**src/vmi_consts.svh**
```systemverilog
`ifndef VMI_CONSTS_SVH
`define VMI_CONSTS_SVH

// ----------------------------------------------------------------------------
// Clock and bus timing
// ----------------------------------------------------------------------------
`define VMI_CLK_MHZ 25
`define VMI_T_ADDR_SETUP_NS 35
`define VMI_ADDR_SETUP_CYC ((`VMI_T_ADDR_SETUP_NS * `VMI_CLK_MHZ + 999) / 1000)
`define VMI_T_BBSY_MIN_NS 90
`define VMI_BBSY_MIN_CYC ((`VMI_T_BBSY_MIN_NS * `VMI_CLK_MHZ + 999) / 1000)

// ----------------------------------------------------------------------------
// Address decode of the processor space
// ----------------------------------------------------------------------------
`define VMI_LOC_MASK 32'hFF80_0000
`define VMI_LOC_BASE 32'h0000_0000
`define VMI_A16_TAG 16'hFFFF
`define VMI_A24_TAG 8'hFF

// ----------------------------------------------------------------------------
// Address modifier codes
// ----------------------------------------------------------------------------
`define VMI_AM_A32 6'h09
`define VMI_AM_A24 6'h39
`define VMI_AM_A16 6'h29

// ----------------------------------------------------------------------------
// Reset values
// ----------------------------------------------------------------------------
`define VMI_RST_STROBE_N 1'b1
`define VMI_RST_LANE 4'hF
`define VMI_RST_GRANT_N 4'hF

`endif

```
**src/vmi_pkg.sv**
```systemverilog
package vmi_pkg;

  // --------------------------------------------------------------------------
  // Master sequencer states
  // --------------------------------------------------------------------------
  typedef enum logic [4:0] {
    VM_IDLE = 5'b0_0001,
    VM_ARB  = 5'b0_0010,
    VM_ADDR = 5'b0_0100,
    VM_STRB = 5'b0_1000,
    VM_REL  = 5'b1_0000
  } vmi_mst_st_t;

  // --------------------------------------------------------------------------
  // Arbiter states and modes
  // --------------------------------------------------------------------------
  typedef enum logic [2:0] {
    AR_IDLE  = 3'b001,
    AR_GRANT = 3'b010,
    AR_BUSY  = 3'b100
  } vmi_arb_st_t;

  typedef enum logic [1:0] {
    ARB_RR  = 2'h0,
    ARB_PRI = 2'h1,
    ARB_SGL = 2'h2
  } vmi_arb_mode_t;

endpackage : vmi_pkg
```
**src/vmi_arbiter.sv**
```systemverilog
`timescale 1ns/1ps
`include "vmi_consts.svh"

module vmi_arbiter
  import vmi_pkg::*;
(
  input wire logic mclk, // System clock
  input wire logic sys_rst, // Async reset, high
  input wire logic arb_en, // System controller slot enable
  input wire logic [1:0] arb_mode, // Arbitration mode
  input wire logic [3:0] br_n, // Bus request lines, low
  input wire logic bbsy_n, // Bus busy line, low
  output logic [3:0] bg_n // Bus grant daisy outputs, low
);

  vmi_arb_st_t st_q, st_d;
  logic [1:0] win;
  logic [1:0] last_q;
  logic found;
  logic [3:0] bg_q;
  logic [1:0] idx;

  wire [3:0] req = ~br_n;
  wire any_req = found & arb_en;

  // ----------------------------------------------------------------------------
  // Winner selection
  // ----------------------------------------------------------------------------
  // three arbitration modes
  always_comb begin
    win = 2'd0;
    found = 1'b0;
    idx = 2'd0;
    unique case (arb_mode)
      ARB_PRI: begin
        for (int i = 0; i < 4; i++) begin
          if (req[i]) begin
            win = 2'(i);
            found = 1'b1;
          end
        end
      end
      ARB_SGL: begin
        // Only the top level is served; the daisy chain orders masters there
        win = 2'd3;
        found = req[3];
      end
      default: begin
        // Round robin: search upward from the level after the last winner
        for (int k = 1; k <= 4; k++) begin
          idx = 2'(last_q + 2'(k));
          if (req[idx] && !found) begin
            win = idx;
            found = 1'b1;
          end
        end
      end
    endcase
  end

  // Grant only while the bus is idle, withdraw once the new owner shows busy
  // grant after busy released
  always_comb begin
    st_d = st_q;
    unique case (st_q)
      AR_IDLE: if (any_req && bbsy_n) st_d = AR_GRANT;
      AR_GRANT: begin
        if (!bbsy_n) st_d = AR_BUSY;
        else if (br_n[last_q]) st_d = AR_IDLE;
      end
      AR_BUSY: if (bbsy_n) st_d = AR_IDLE;
    endcase
  end

  always_ff @(posedge mclk or posedge sys_rst) begin
    if (sys_rst) begin
      st_q <= AR_IDLE;
      last_q <= 2'd0;
    end else begin
      st_q <= st_d;
      if (st_q == AR_IDLE && st_d == AR_GRANT) last_q <= win;
    end
  end

  // ----------------------------------------------------------------------------
  // Per-level grant drivers
  // ----------------------------------------------------------------------------
  // One register for all levels, so each grant bit has a single writer
  logic [3:0] bg_d;
  genvar g;
  generate
    for (g = 0; g < 4; g++) begin : g_bg
      assign bg_d[g] = ~(st_d == AR_GRANT && ((st_q == AR_IDLE) ? (win == 2'(g)) : (last_q == 2'(g))));
    end
  endgenerate

  always_ff @(posedge mclk or posedge sys_rst) begin
    if (sys_rst) begin
      bg_q <= `VMI_RST_GRANT_N;
    end else begin
      bg_q <= bg_d;
    end
  end

  assign bg_n = bg_q;

endmodule : vmi_arbiter

```
**src/vmi_master.sv**
```systemverilog
// Behaviour
// Decode whole 4G space; 8/16/24/32-bit transfers
// Odd-address 16-bit access is one cycle (code does this at offset 1 only and refuses offset 3 with an error)
// Drive next address once acknowledge arrives
// Request bus as soon as access pends
// Release bus busy early in final cycle
// Hold bus busy when next access pending
// Four-level arbiter with three selectable modes
// Handshakes follow standard bus ordering
`timescale 1ns/1ps
`include "vmi_consts.svh"

module vmi_master
  import vmi_pkg::*;
(
  input wire logic mclk, // System clock, 25 MHz
  input wire logic sys_rst, // Async reset, high
  input wire logic loc_req, // Local access request pulse
  input wire logic [31:0] loc_addr, // Local byte address
  input wire logic loc_wr, // 1 write, 0 read
  input wire logic [1:0] loc_size, // Bytes minus one
  input wire logic [31:0] loc_wdata, // Write data, bus lane placed
  output logic loc_rdy, // Request slot free
  output logic loc_ack, // Access finished pulse
  output logic loc_err, // Finished with error
  output logic [31:0] loc_rdata, // Read data
  input wire logic sysctl_en, // Act as system controller
  input wire logic [1:0] arb_mode, // Arbiter mode
  input wire logic [3:0] arb_br_n, // Bus request lines in
  output logic [3:0] arb_bg_n, // Grant chain starts
  output logic [31:1] vme_a_o, // Address out
  output logic [5:0] vme_am_o, // Address modifier out
  output logic vme_lword_n_o, // Long word select
  output logic vme_write_n_o, // Write select, low
  output logic vme_as_n_o, // Address strobe
  output logic vme_ds0_n_o, // Data strobe 0
  output logic vme_ds1_n_o, // Data strobe 1
  output logic vme_ctl_oe, // Enable for address and strobes
  input wire logic [31:0] vme_d_i, // Data in
  output logic [31:0] vme_d_o, // Data out
  output logic vme_d_oe, // Data drive enable
  input wire logic vme_as_n_i, // Address strobe as seen on bus
  input wire logic vme_dtack_n, // Slave acknowledge
  input wire logic vme_berr_n, // Bus error
  input wire logic vme_bg_in_n, // Grant daisy in
  output logic vme_bg_out_n, // Grant daisy out
  input wire logic vme_br_n_i, // Own request line level
  output logic vme_br_o, // Request line drive value
  output logic vme_br_oe, // Request line pulled low
  input wire logic vme_bbsy_n_i, // Bus busy level
  output logic vme_bbsy_o, // Bus busy drive value
  output logic vme_bbsy_oe // Bus busy pulled low
);

  // ----------------------------------------------------------------------------
  // Request decode
  // ----------------------------------------------------------------------------
  // Lane code {ok, lword_n, a1, ds1_n, ds0_n}
  function automatic logic [4:0] lane_f(input logic [1:0] a, input logic [1:0] sz);
    logic [4:0] r;
    r = 5'h00;
    unique case (sz)
      2'd0: r = {1'b1, 1'b1, a[1], a[0], ~a[0]};
      2'd1: r = (a[0] == 1'b0) ? {1'b1, 1'b1, a[1], 2'b00} : (a == 2'd1) ? 5'b1_0000 : 5'h00;
      2'd2: r = (a == 2'd0) ? 5'b1_0001 : (a == 2'd1) ? 5'b1_0010 : 5'h00;
      2'd3: r = (a == 2'd0) ? 5'b1_0000 : 5'h00;
    endcase
    return r;
  endfunction : lane_f

  // full space decode
  wire in_loc = (loc_addr & `VMI_LOC_MASK) == `VMI_LOC_BASE;
  wire is_a16 = loc_addr[31:16] == `VMI_A16_TAG;
  wire is_a24 = !is_a16 && loc_addr[31:24] == `VMI_A24_TAG;
  wire [5:0] am_sel = is_a16 ? `VMI_AM_A16 : (is_a24 ? `VMI_AM_A24 : `VMI_AM_A32);
  // single unaligned cycle
  wire [4:0] lane = lane_f(loc_addr[1:0], loc_size);

  logic pend_v_q;
  logic pend_v_d;
  logic [31:1] pend_a_q;
  logic [5:0] pend_am_q;
  logic [3:0] pend_ln_q;
  logic pend_wr_q;
  logic [31:0] pend_wd_q;

  // Misaligned sizes that would need two cycles are refused with an error
  wire take = loc_req && !pend_v_q && !in_loc;
  wire take_ok = take && lane[4];
  wire take_bad = take && !lane[4];

  // ----------------------------------------------------------------------------
  // Sequencer conditions
  // ----------------------------------------------------------------------------
  vmi_mst_st_t st_q, st_d;
  logic own_q;
  logic own_d;
  logic [3:0] cnt_q;
  logic [3:0] bcnt_q;
  logic cur_wr_q;
  logic vme_ds0_lane_q;
  logic vme_ds1_lane_q;

  wire dtk = !vme_dtack_n;
  wire berr = !vme_berr_n;
  // grant only onto free bus
  wire grant = st_q == VM_ARB && !vme_bg_in_n && vme_bbsy_n_i;
  wire done = st_q == VM_STRB && (dtk || berr);
  // overlap next address
  // A bus given up early must be won again before the next cycle starts
  wire pipe = done && pend_v_q && own_q;
  wire start = (st_q == VM_IDLE && pend_v_q && own_q) || grant || pipe;
  // address setup and slave released
  wire setup_ok = st_q == VM_ADDR && cnt_q == 4'd0 && vme_as_n_i && vme_dtack_n && vme_berr_n;
  // early busy release
  wire drop = own_q && bcnt_q == 4'd0 && !pend_v_q && !take_ok && st_q != VM_ADDR;

  always_comb begin
    st_d = st_q;
    unique case (st_q)
      VM_IDLE: if (pend_v_q) st_d = own_q ? VM_ADDR : VM_ARB;
      VM_ARB: if (grant) st_d = VM_ADDR;
      VM_ADDR: if (setup_ok) st_d = VM_STRB;
      VM_STRB: if (done) st_d = pipe ? VM_ADDR : VM_REL;
      VM_REL: if (vme_dtack_n && vme_berr_n) st_d = VM_IDLE;
    endcase
  end

  // keep busy while work pends
  assign own_d = grant ? 1'b1 : (drop ? 1'b0 : own_q);
  assign pend_v_d = take_ok ? 1'b1 : (start ? 1'b0 : pend_v_q);

  // ----------------------------------------------------------------------------
  // Pending slot
  // ----------------------------------------------------------------------------
  // One entry ahead of the bus lets arbitration and pipelining start early
  always_ff @(posedge mclk or posedge sys_rst) begin
    if (sys_rst) begin
      pend_v_q <= 1'b0;
      pend_a_q <= '0;
      pend_am_q <= 6'h00;
      pend_ln_q <= `VMI_RST_LANE;
      pend_wr_q <= 1'b0;
      pend_wd_q <= 32'h0000_0000;
    end else begin
      pend_v_q <= pend_v_d;
      if (take_ok) begin
        pend_a_q <= {loc_addr[31:2], lane[2]};
        pend_am_q <= am_sel;
        pend_ln_q <= lane[3:0];
        pend_wr_q <= loc_wr;
        pend_wd_q <= loc_wdata;
      end
    end
  end

  // ----------------------------------------------------------------------------
  // State, setup counter and ownership
  // ----------------------------------------------------------------------------
  always_ff @(posedge mclk or posedge sys_rst) begin
    if (sys_rst) begin
      st_q <= VM_IDLE;
      own_q <= 1'b0;
      cnt_q <= 4'd0;
      bcnt_q <= 4'd0;
    end else begin
      st_q <= st_d;
      own_q <= own_d;
      cnt_q <= start ? 4'(`VMI_ADDR_SETUP_CYC - 1) : ((cnt_q != 4'd0) ? cnt_q - 4'd1 : 4'd0);
      bcnt_q <= grant ? 4'(`VMI_BBSY_MIN_CYC - 1) : ((bcnt_q != 4'd0) ? bcnt_q - 4'd1 : 4'd0);
    end
  end

  // ----------------------------------------------------------------------------
  // Bus address, strobes and data
  // ----------------------------------------------------------------------------
  // Address lines keep driving through release; a new owner waits for AS high
  always_ff @(posedge mclk or posedge sys_rst) begin
    if (sys_rst) begin
      vme_a_o <= '0;
      vme_am_o <= 6'h00;
      vme_lword_n_o <= 1'b1;
      vme_write_n_o <= 1'b1;
      cur_wr_q <= 1'b0;
      vme_d_o <= 32'h0000_0000;
    end else if (start) begin
      vme_a_o <= pend_a_q;
      vme_am_o <= pend_am_q;
      vme_lword_n_o <= pend_ln_q[3];
      vme_write_n_o <= !pend_wr_q;
      cur_wr_q <= pend_wr_q;
      vme_d_o <= pend_wd_q;
    end
  end

  // strobe after setup, release on acknowledge
  always_ff @(posedge mclk or posedge sys_rst) begin
    if (sys_rst) begin
      vme_as_n_o <= `VMI_RST_STROBE_N;
      vme_ds0_n_o <= `VMI_RST_STROBE_N;
      vme_ds1_n_o <= `VMI_RST_STROBE_N;
    end else if (setup_ok) begin
      vme_as_n_o <= 1'b0;
      vme_ds0_n_o <= vme_ds0_lane_q;
      vme_ds1_n_o <= vme_ds1_lane_q;
    end else if (done) begin
      vme_as_n_o <= 1'b1;
      vme_ds0_n_o <= 1'b1;
      vme_ds1_n_o <= 1'b1;
    end
  end

  // Lane strobes of the cycle in flight, kept apart from the pending slot
  always_ff @(posedge mclk or posedge sys_rst) begin
    if (sys_rst) begin
      vme_ds0_lane_q <= 1'b1;
      vme_ds1_lane_q <= 1'b1;
    end else if (start) begin
      vme_ds0_lane_q <= pend_ln_q[0];
      vme_ds1_lane_q <= pend_ln_q[1];
    end
  end

  // Drive enables follow ownership of the cycle
  always_ff @(posedge mclk or posedge sys_rst) begin
    if (sys_rst) begin
      vme_ctl_oe <= 1'b0;
      vme_d_oe <= 1'b0;
    end else begin
      vme_ctl_oe <= start ? 1'b1 : ((st_q == VM_REL && st_d == VM_IDLE) ? 1'b0 : vme_ctl_oe);
      vme_d_oe <= start ? pend_wr_q : (done ? 1'b0 : vme_d_oe);
    end
  end

  // ----------------------------------------------------------------------------
  // Arbitration pins
  // ----------------------------------------------------------------------------
  logic od_low_q;
  always_ff @(posedge mclk or posedge sys_rst) begin
    if (sys_rst) begin
      vme_br_oe <= 1'b0;
      vme_bbsy_oe <= 1'b0;
      vme_bg_out_n <= 1'b1;
      od_low_q <= 1'b0;
    end else begin
      // request ahead of cycle
      vme_br_oe <= pend_v_d && !own_d;
      vme_bbsy_oe <= own_d;
      // pass grant when not requesting
      vme_bg_out_n <= vme_bg_in_n || vme_br_oe || !vme_br_n_i && st_q == VM_ARB;
      od_low_q <= 1'b0;
    end
  end

  assign vme_br_o = od_low_q;
  assign vme_bbsy_o = od_low_q;

  // ----------------------------------------------------------------------------
  // Local answer
  // ----------------------------------------------------------------------------
  always_ff @(posedge mclk or posedge sys_rst) begin
    if (sys_rst) begin
      loc_rdy <= 1'b0;
      loc_ack <= 1'b0;
      loc_err <= 1'b0;
      loc_rdata <= 32'h0000_0000;
    end else begin
      loc_rdy <= !pend_v_d;
      loc_ack <= done || take_bad;
      loc_err <= (done && berr) || take_bad;
      if (done && !cur_wr_q) loc_rdata <= vme_d_i;
    end
  end

  // ----------------------------------------------------------------------------
  // System controller arbiter
  // ----------------------------------------------------------------------------
  // four-level arbiter
  vmi_arbiter u_arb (
    .mclk(mclk),
    .sys_rst(sys_rst),
    .arb_en(sysctl_en),
    .arb_mode(arb_mode),
    .br_n(arb_br_n),
    .bbsy_n(vme_bbsy_n_i),
    .bg_n(arb_bg_n)
  );

endmodule : vmi_master

```
**config.mk**
```make
export PLATFORM = sky130hd
export DESIGN_NAME = vmi_master
export DESIGN_NICKNAME = d
export VERILOG_FILES = /design/src/vmi_pkg.sv /design/src/vmi_arbiter.sv /design/src/vmi_master.sv
export VERILOG_INCLUDE_DIRS = /design/src
export SDC_FILE = /design/constraint.sdc
export NUM_CORES = 1
export LEC_CHECK = 0
export BUFFER_PORTS_ARGS = -buffer_cell sky130_fd_sc_hd__clkbuf_2
export CAP_MARGIN = 25
export CORE_AREA = 2 2 166 168
export DETAILED_ROUTE_END_ITERATION = 8
export DIE_AREA = 0 0 168 170
export PLACE_DENSITY_LB_ADDON = 0.3
export SLEW_MARGIN = 20
export SYNTH_ARGS = -nofsm -noshare
export SYNTH_HDL_FRONTEND = slang
export SYNTH_SLANG_ARGS = --single-unit
export TNS_END_PERCENT = 100
```
**constraint.sdc**
```tcl
create_clock -name mclk -period 21.7 [get_ports mclk]
set_input_delay 5.425 -clock mclk [delete_from_list [all_inputs] [get_ports mclk]]
set_output_delay 5.425 -clock mclk [all_outputs]
set_load 0.01 [all_outputs]
```
Yosys cells after proc, flatten, opt, wreduce, memory -nomap -nowiden --
Cells that the tools add are included.
Cells by class: mux-type cells 71, equal/unequal tests 25, bitwise gates (word level) 7, $lt $le $gt $ge 4, reductions and logical operators 71, add/sub/neg operators 5
Operators with widths (number):
- 5-bit two-way mux | 11
- 1-bit logical AND | 35
- 1-bit two-way mux | 33
- 32-bit logical NOT | 1
- 5-bit case mux with 5 select lines | 1
- 5-bit case mux with 4 select lines | 1
- 16-bit equality test (second input constant) | 1
- 1-bit logical NOT | 16
- 4-bit two-way mux | 4
- 3-bit two-way mux | 5
- 2-bit equality test (second input constant) | 7
- 2-bit by 3-bit < comparator with 1-bit output (second input constant) | 4
- 2-bit two-way mux | 6
- 6-bit two-way mux | 2
- 1-bit binary-select mux with 2-bit select | 5
- 2-bit by 1-bit equality test with 1-bit output (second input constant) | 5
- 5-bit by 1-bit equality test with 1-bit output (second input constant) | 2
- 3-bit case mux with 3 select lines | 1
- 8-bit equality test (second input constant) | 1
- 2-bit logical NOT | 4
- 4-bit logical NOT | 2
- 4-bit nonzero test | 2
- 4-bit by 1-bit subtractor with 4-bit output (second input constant) | 2
- 1-bit logical OR | 7
- other kinds (17) | 25
Word-level totals: word-level logic and storage cells 215, flip-flop bits (word level) 214

Depth between registers and ports, before layout --
depth in word-level cells 24, mapped depth 10, mapped depth without buffers 8

By module --
Synthesis repeated with hierarchy kept, for this count alone.
Second synthesis, totals: cell total of the unflattened synthesis 645, area total of the unflattened synthesis 9389.0 µm²
Modules (own cells, without submodules):
- vmi_master | area each 8386.8 µm², times used 1, sequential area each 4969.8 µm², cells an instance 524
- vmi_arbiter | area each 1002.2 µm², times used 1, sequential area each 231.5 µm², cells an instance 121

Least setup slack after synthesis --
No wires, ideal clock.
path kind input port to flip-flop, from input loc_addr[0], to register pend_wd_q[10], buffers on the path 2, stages on the path 6, path slack 14.774 ns, data arrival time 6.798 ns, cells stage by stage and2_1 > maj3_1 > nor2_2 > buf_4 > buf_4 > mux2_1
On the way: longest elaborated chain between the ends 5
RTL lines:
- from (decl) | RTL line vmi_master.sv:19 | input wire logic [31:0] loc_addr,
- 2-bit by 1-bit equality test with 1-bit output | RTL line vmi_master.sv:64, vmi_master.sv:65
- 5-bit two-way mux (on tied branches) (2 in series) | RTL line vmi_master.sv:65, vmi_master.sv:64
- 5-bit case mux with 4 select lines * | RTL line vmi_master.sv:62 | unique case (sz)
- 1-bit logical AND * | RTL line vmi_master.sv:89 | wire take_ok = take && lane[4];
- to (signal assigned) | RTL line vmi_master.sv:152 | pend_wd_q <= loc_wdata;
- to (decl) | RTL line vmi_master.sv:85 | logic [31:0] pend_wd_q;
Every way passes the cells marked *; elsewhere a longest branch is shown, timed or not. A chain may end at the register's enable or synchronous reset.

Worst setup path after layout --
from input vme_berr_n, to register vme_d_o[1]
On the way: longest elaborated chain between the ends 6
RTL lines:
- from (decl) | RTL line vmi_master.sv:44 | input wire logic vme_berr_n,
- 1-bit logical NOT | RTL line vmi_master.sv:105 | wire berr = !vme_berr_n;
- 1-bit logical OR | RTL line vmi_master.sv:108 | wire done = st_q == VM_STRB && (dtk || berr);
- 1-bit logical AND | RTL line vmi_master.sv:108
- 1-bit logical AND (2 in series) | RTL line vmi_master.sv:111 | wire pipe = done && pend_v_q && own_q;
- 1-bit logical OR | RTL line vmi_master.sv:112 | wire start = (st_q == VM_IDLE && pend_v_q && own_q) || grant || pipe;
- to (signal assigned) | RTL line vmi_master.sv:192 | vme_d_o <= pend_wd_q;
- to (decl) | RTL line vmi_master.sv:40 | output logic [31:0] vme_d_o,
Every way passes these cells.

==> results.yml <==
outcome:
  outcome: "complete, no violations"
logic_synthesis:
  postSynth.asyncResetShare: 1.000
  syn_inst: 632
  yosys-top-cells-area: "dfrtp_1, mux2_4, mux2_1"
  synth_flop_cell: "dfrtp_1"
  ys_seq_area_frac: 0.5788
  synth_edf_count: 0
  synth_top_area_share: 0.5291
  postSynthAreaPerCell_um2: 14.22
  synth_top_area_cell: "dfrtp_1"
  ys_types: 67
  synth_seq_cells: 207
  synth_warnings: 0
  synthesis.area_um2: 8986
layout:
  register_area_um2: 5201
  multi_input_area_um2: 3473
  nFillCells: 2514
  drive_gt1_frac: 0.4681
  nets: 980
  area_growth_pct: 24.45
  post-route-util: 0.4196
  antenna_cells: 0
  fin_area_um2: 11180
timing:
  maxSlewViolCount: 0
  relSlewSlack: 0.3741
  setup_slack_ps: 14020
  fin_setup_tns_ps: 0
  period_needed_ps: 7682
  whs_ps: 448.2
  worst_slew_pin_slew_ps: 938.9
  clock.fmax_mhz: 130.2
  setup_viol: 0
  hold_viol: 0
  skew_ps: 28.54
  final.period_utilization: 0.3540
  rsz0062_at_grt: "false"
place:
  dpl.hpwl_mm: 13.41
  io_buffer_count: 230
  pre_cts_slack_ps: 13450
  globalplace.congestion: 0.7929
  place_area_um2: 10370
critical_path:
  worstReg2RegStart: "st_q[0]$_DFF_PP1_"
  r2r_cells: 6
  endpoint_kind: "flip-flop"
  worstPathRequired_ps: 22080
  critPathKind: "in2reg"
  rrSetupSlack_ps: 18500
  crit_path_max_fanout: 55
  startpoint_type: "primary input"
  crit_arrival_ps: 8060
  r2r_end: "vme_d_o[1]$_DFFE_PP0N_"
flow_run:
  drv_cap: 0
floorplan:
  start_util: 0.3372
  rows: 60
  die_h_um: 170
  io_pins: 235
  core_um2: 26650
  die_area_um2: 28560
  die-width_um: 168
route:
  wl_per_cell_um: 15.74
  drc: 0
  vias_per_cell: 4.716
  via_count: 5749
  first_pass_iters: 4
  drtAntennaViolNets: 0
  wirelength_mm: 19.19
  drt_iter0_markers: 221
power:
  p_leak_nw: 5.583
  p_per_area_nw_per_um2: 140.3
  peakVddDrop_mv: 0.06069
clock_network:
  cts_buffer_depth: 3
  root_buffer: "clkbuf_16"
  cts_setup_buffers: 0
  cts_resized: 0
  clk_pin_slew_ps: 60
  cts_tree: "built"
  clock_latency_ps: 520
  htreeDepth: 1
  holdBufCountCts: 0
  clock-sinks: 207
  numCtsBuffers: 24
min_path:
  holdPathStages: 1
  worstHoldEndpoint: "cnt_q[0]$_DFF_PP0_"
  hp-class: "reg2reg"
  hp-start: "cnt_q[0]$_DFF_PP0_"
global_routing:
  grtUsageTotal: 0.1332
  first_global_vias: 5852
  antenna_found_initial: 0
  grt_max_degree: 129
  grt_first_pass_wirelength_mm: 31.06
  overflow: 0
==> area by class of cell <==
class / count / share of cell area
repair buffers: 235 / 0.1074
multi-input cells: 375 / 0.3106
flip-flops and latches: 207 / 0.4651
clock buffers: 35 / 0.06008
well taps: 341 / 0.03815
clock inverters: 9 / 0.01231
inverters: 17 / 0.006377
==> how the worst max path moves through the flow <==
stage	cells after the start	startpoint	endpoint
after global routing	7	vme_berr_n	vme_d_o[1]$_DFFE_PP0N_
final	7	vme_berr_n	vme_d_o[1]$_DFFE_PP0N_
after floorplan	1	sys_rst	bcnt_q[0]$_DFF_PP0_
after CTS	7	vme_berr_n	vme_d_o[1]$_DFFE_PP0N_
after global placement	7	vme_berr_n	vme_d_o[10]$_DFFE_PP0N_
after detailed placement	7	vme_berr_n	vme_d_o[0]$_DFFE_PP0N_
==> critical path, stage by stage <==
cell and delay [ps]:
clkbuf_2 90, nand2_1 170, nor3b_1 200, a21oi_1 120, o41a_2 760, buf_4 880, mux2_4 350
==> sequential cells by signal, indices dropped and copies added, names as in the netlist, 4 cells and up <==
signal	cells
cnt_q	4
bcnt_q	4
vme_a_o	31
vme_d_o	32
loc_rdata	32
pend_a_q	31
pend_wd_q	32
u_arb.bg_n	4
st_q	5
==> synth_stat cells (5+ instances only) <==
master,instances
inv_1,15
nand2b_1,13
mux2i_1,8
nand2_1,25
buf_2,11
clkbuf_1,5
mux2_2,44
nor3b_1,6
nor2_1,19
a21oi_1,12
ha_1,5
o21ai_0,19
dfstp_2,17
buf_6,11
dfrtp_1,190
nand4_1,9
mux2_4,67
nor3_1,10
nand3_1,7
mux2_1,55
buf_4,9
==> metrics by stage <==
| stage | total power, mW | std cells |
|---|---|---|
| 5_1_grt | 1.675 | 1219 |
| 4_1_cts | 1.598 | 1219 |
| 3_3_place_gp | 1.159 | 1174 |
| 3_5_place_dp | 1.176 | 1175 |
| 2_1_floorplan | 1.005 | 635 |
| 6_report | 1.569 | 1219 |
==> layout by cell type, fill, tap and decap left out, types with 3 or more instances in the layout <==
| cell | count |
|---|---|
| nand2b_1 | 13 |
| mux2_4 | 67 |
| clkbuf_2 | 230 |
| o21bai_1 | 3 |
| nor3b_1 | 6 |
| clkbuf_1 | 8 |
| clkbuf_8 | 3 |
| dfrtp_1 | 190 |
| nand4_1 | 9 |
| bufinv_16 | 3 |
| o22a_1 | 3 |
| mux2_1 | 55 |
| o21ai_1 | 4 |
| nor2b_1 | 4 |
| nand3_1 | 7 |
| clkbuf_16 | 24 |
| a21oi_1 | 12 |
| nand2_1 | 25 |
| o21ai_0 | 19 |
| nor2_1 | 19 |
| conb_1 | 4 |
| mux2_2 | 44 |
| inv_1 | 14 |
| ha_1 | 5 |
| nor4_1 | 3 |
| clkinv_2 | 3 |
| nor3_1 | 10 |
| dfstp_2 | 17 |
| buf_4 | 4 |
| mux2i_1 | 8 |
| or2_1 | 4 |
| o211ai_1 | 4 |
| nand3b_1 | 3 |
| o22ai_1 | 3 |
==> report_power, final <==
group	total (mW)	switching, mW	internal, mW
combinational	0.496	0.220	0.277
clock	0.410	0.158	0.251
sequential	0.663	0.103	0.560
total	1.57	0.481	1.09
==> per-layer routing <==
layer,GRT usage,share of wire
met4,0.04726,0.028
met2,0.2131,0.46
met5,0,0
met3,0.02930,0.062
met1,0.1788,0.45
==> cell families after synthesis <==
| kind of cell | synth area share |
|---|---|
| and+or+nand+nor | 0.06837 |
| xor gates and xnor gates | 0.0009748 |
| buffers and inverters | 0.03662 |
| AOI/OAI and AO/OA | 0.05932 |
| adders and majority gates | 0.008076 |
| muxes | 0.2474 |
| DFF | 0.5788 |
| other | 0.0004173 |
Power figures use the tool's default switching activity.
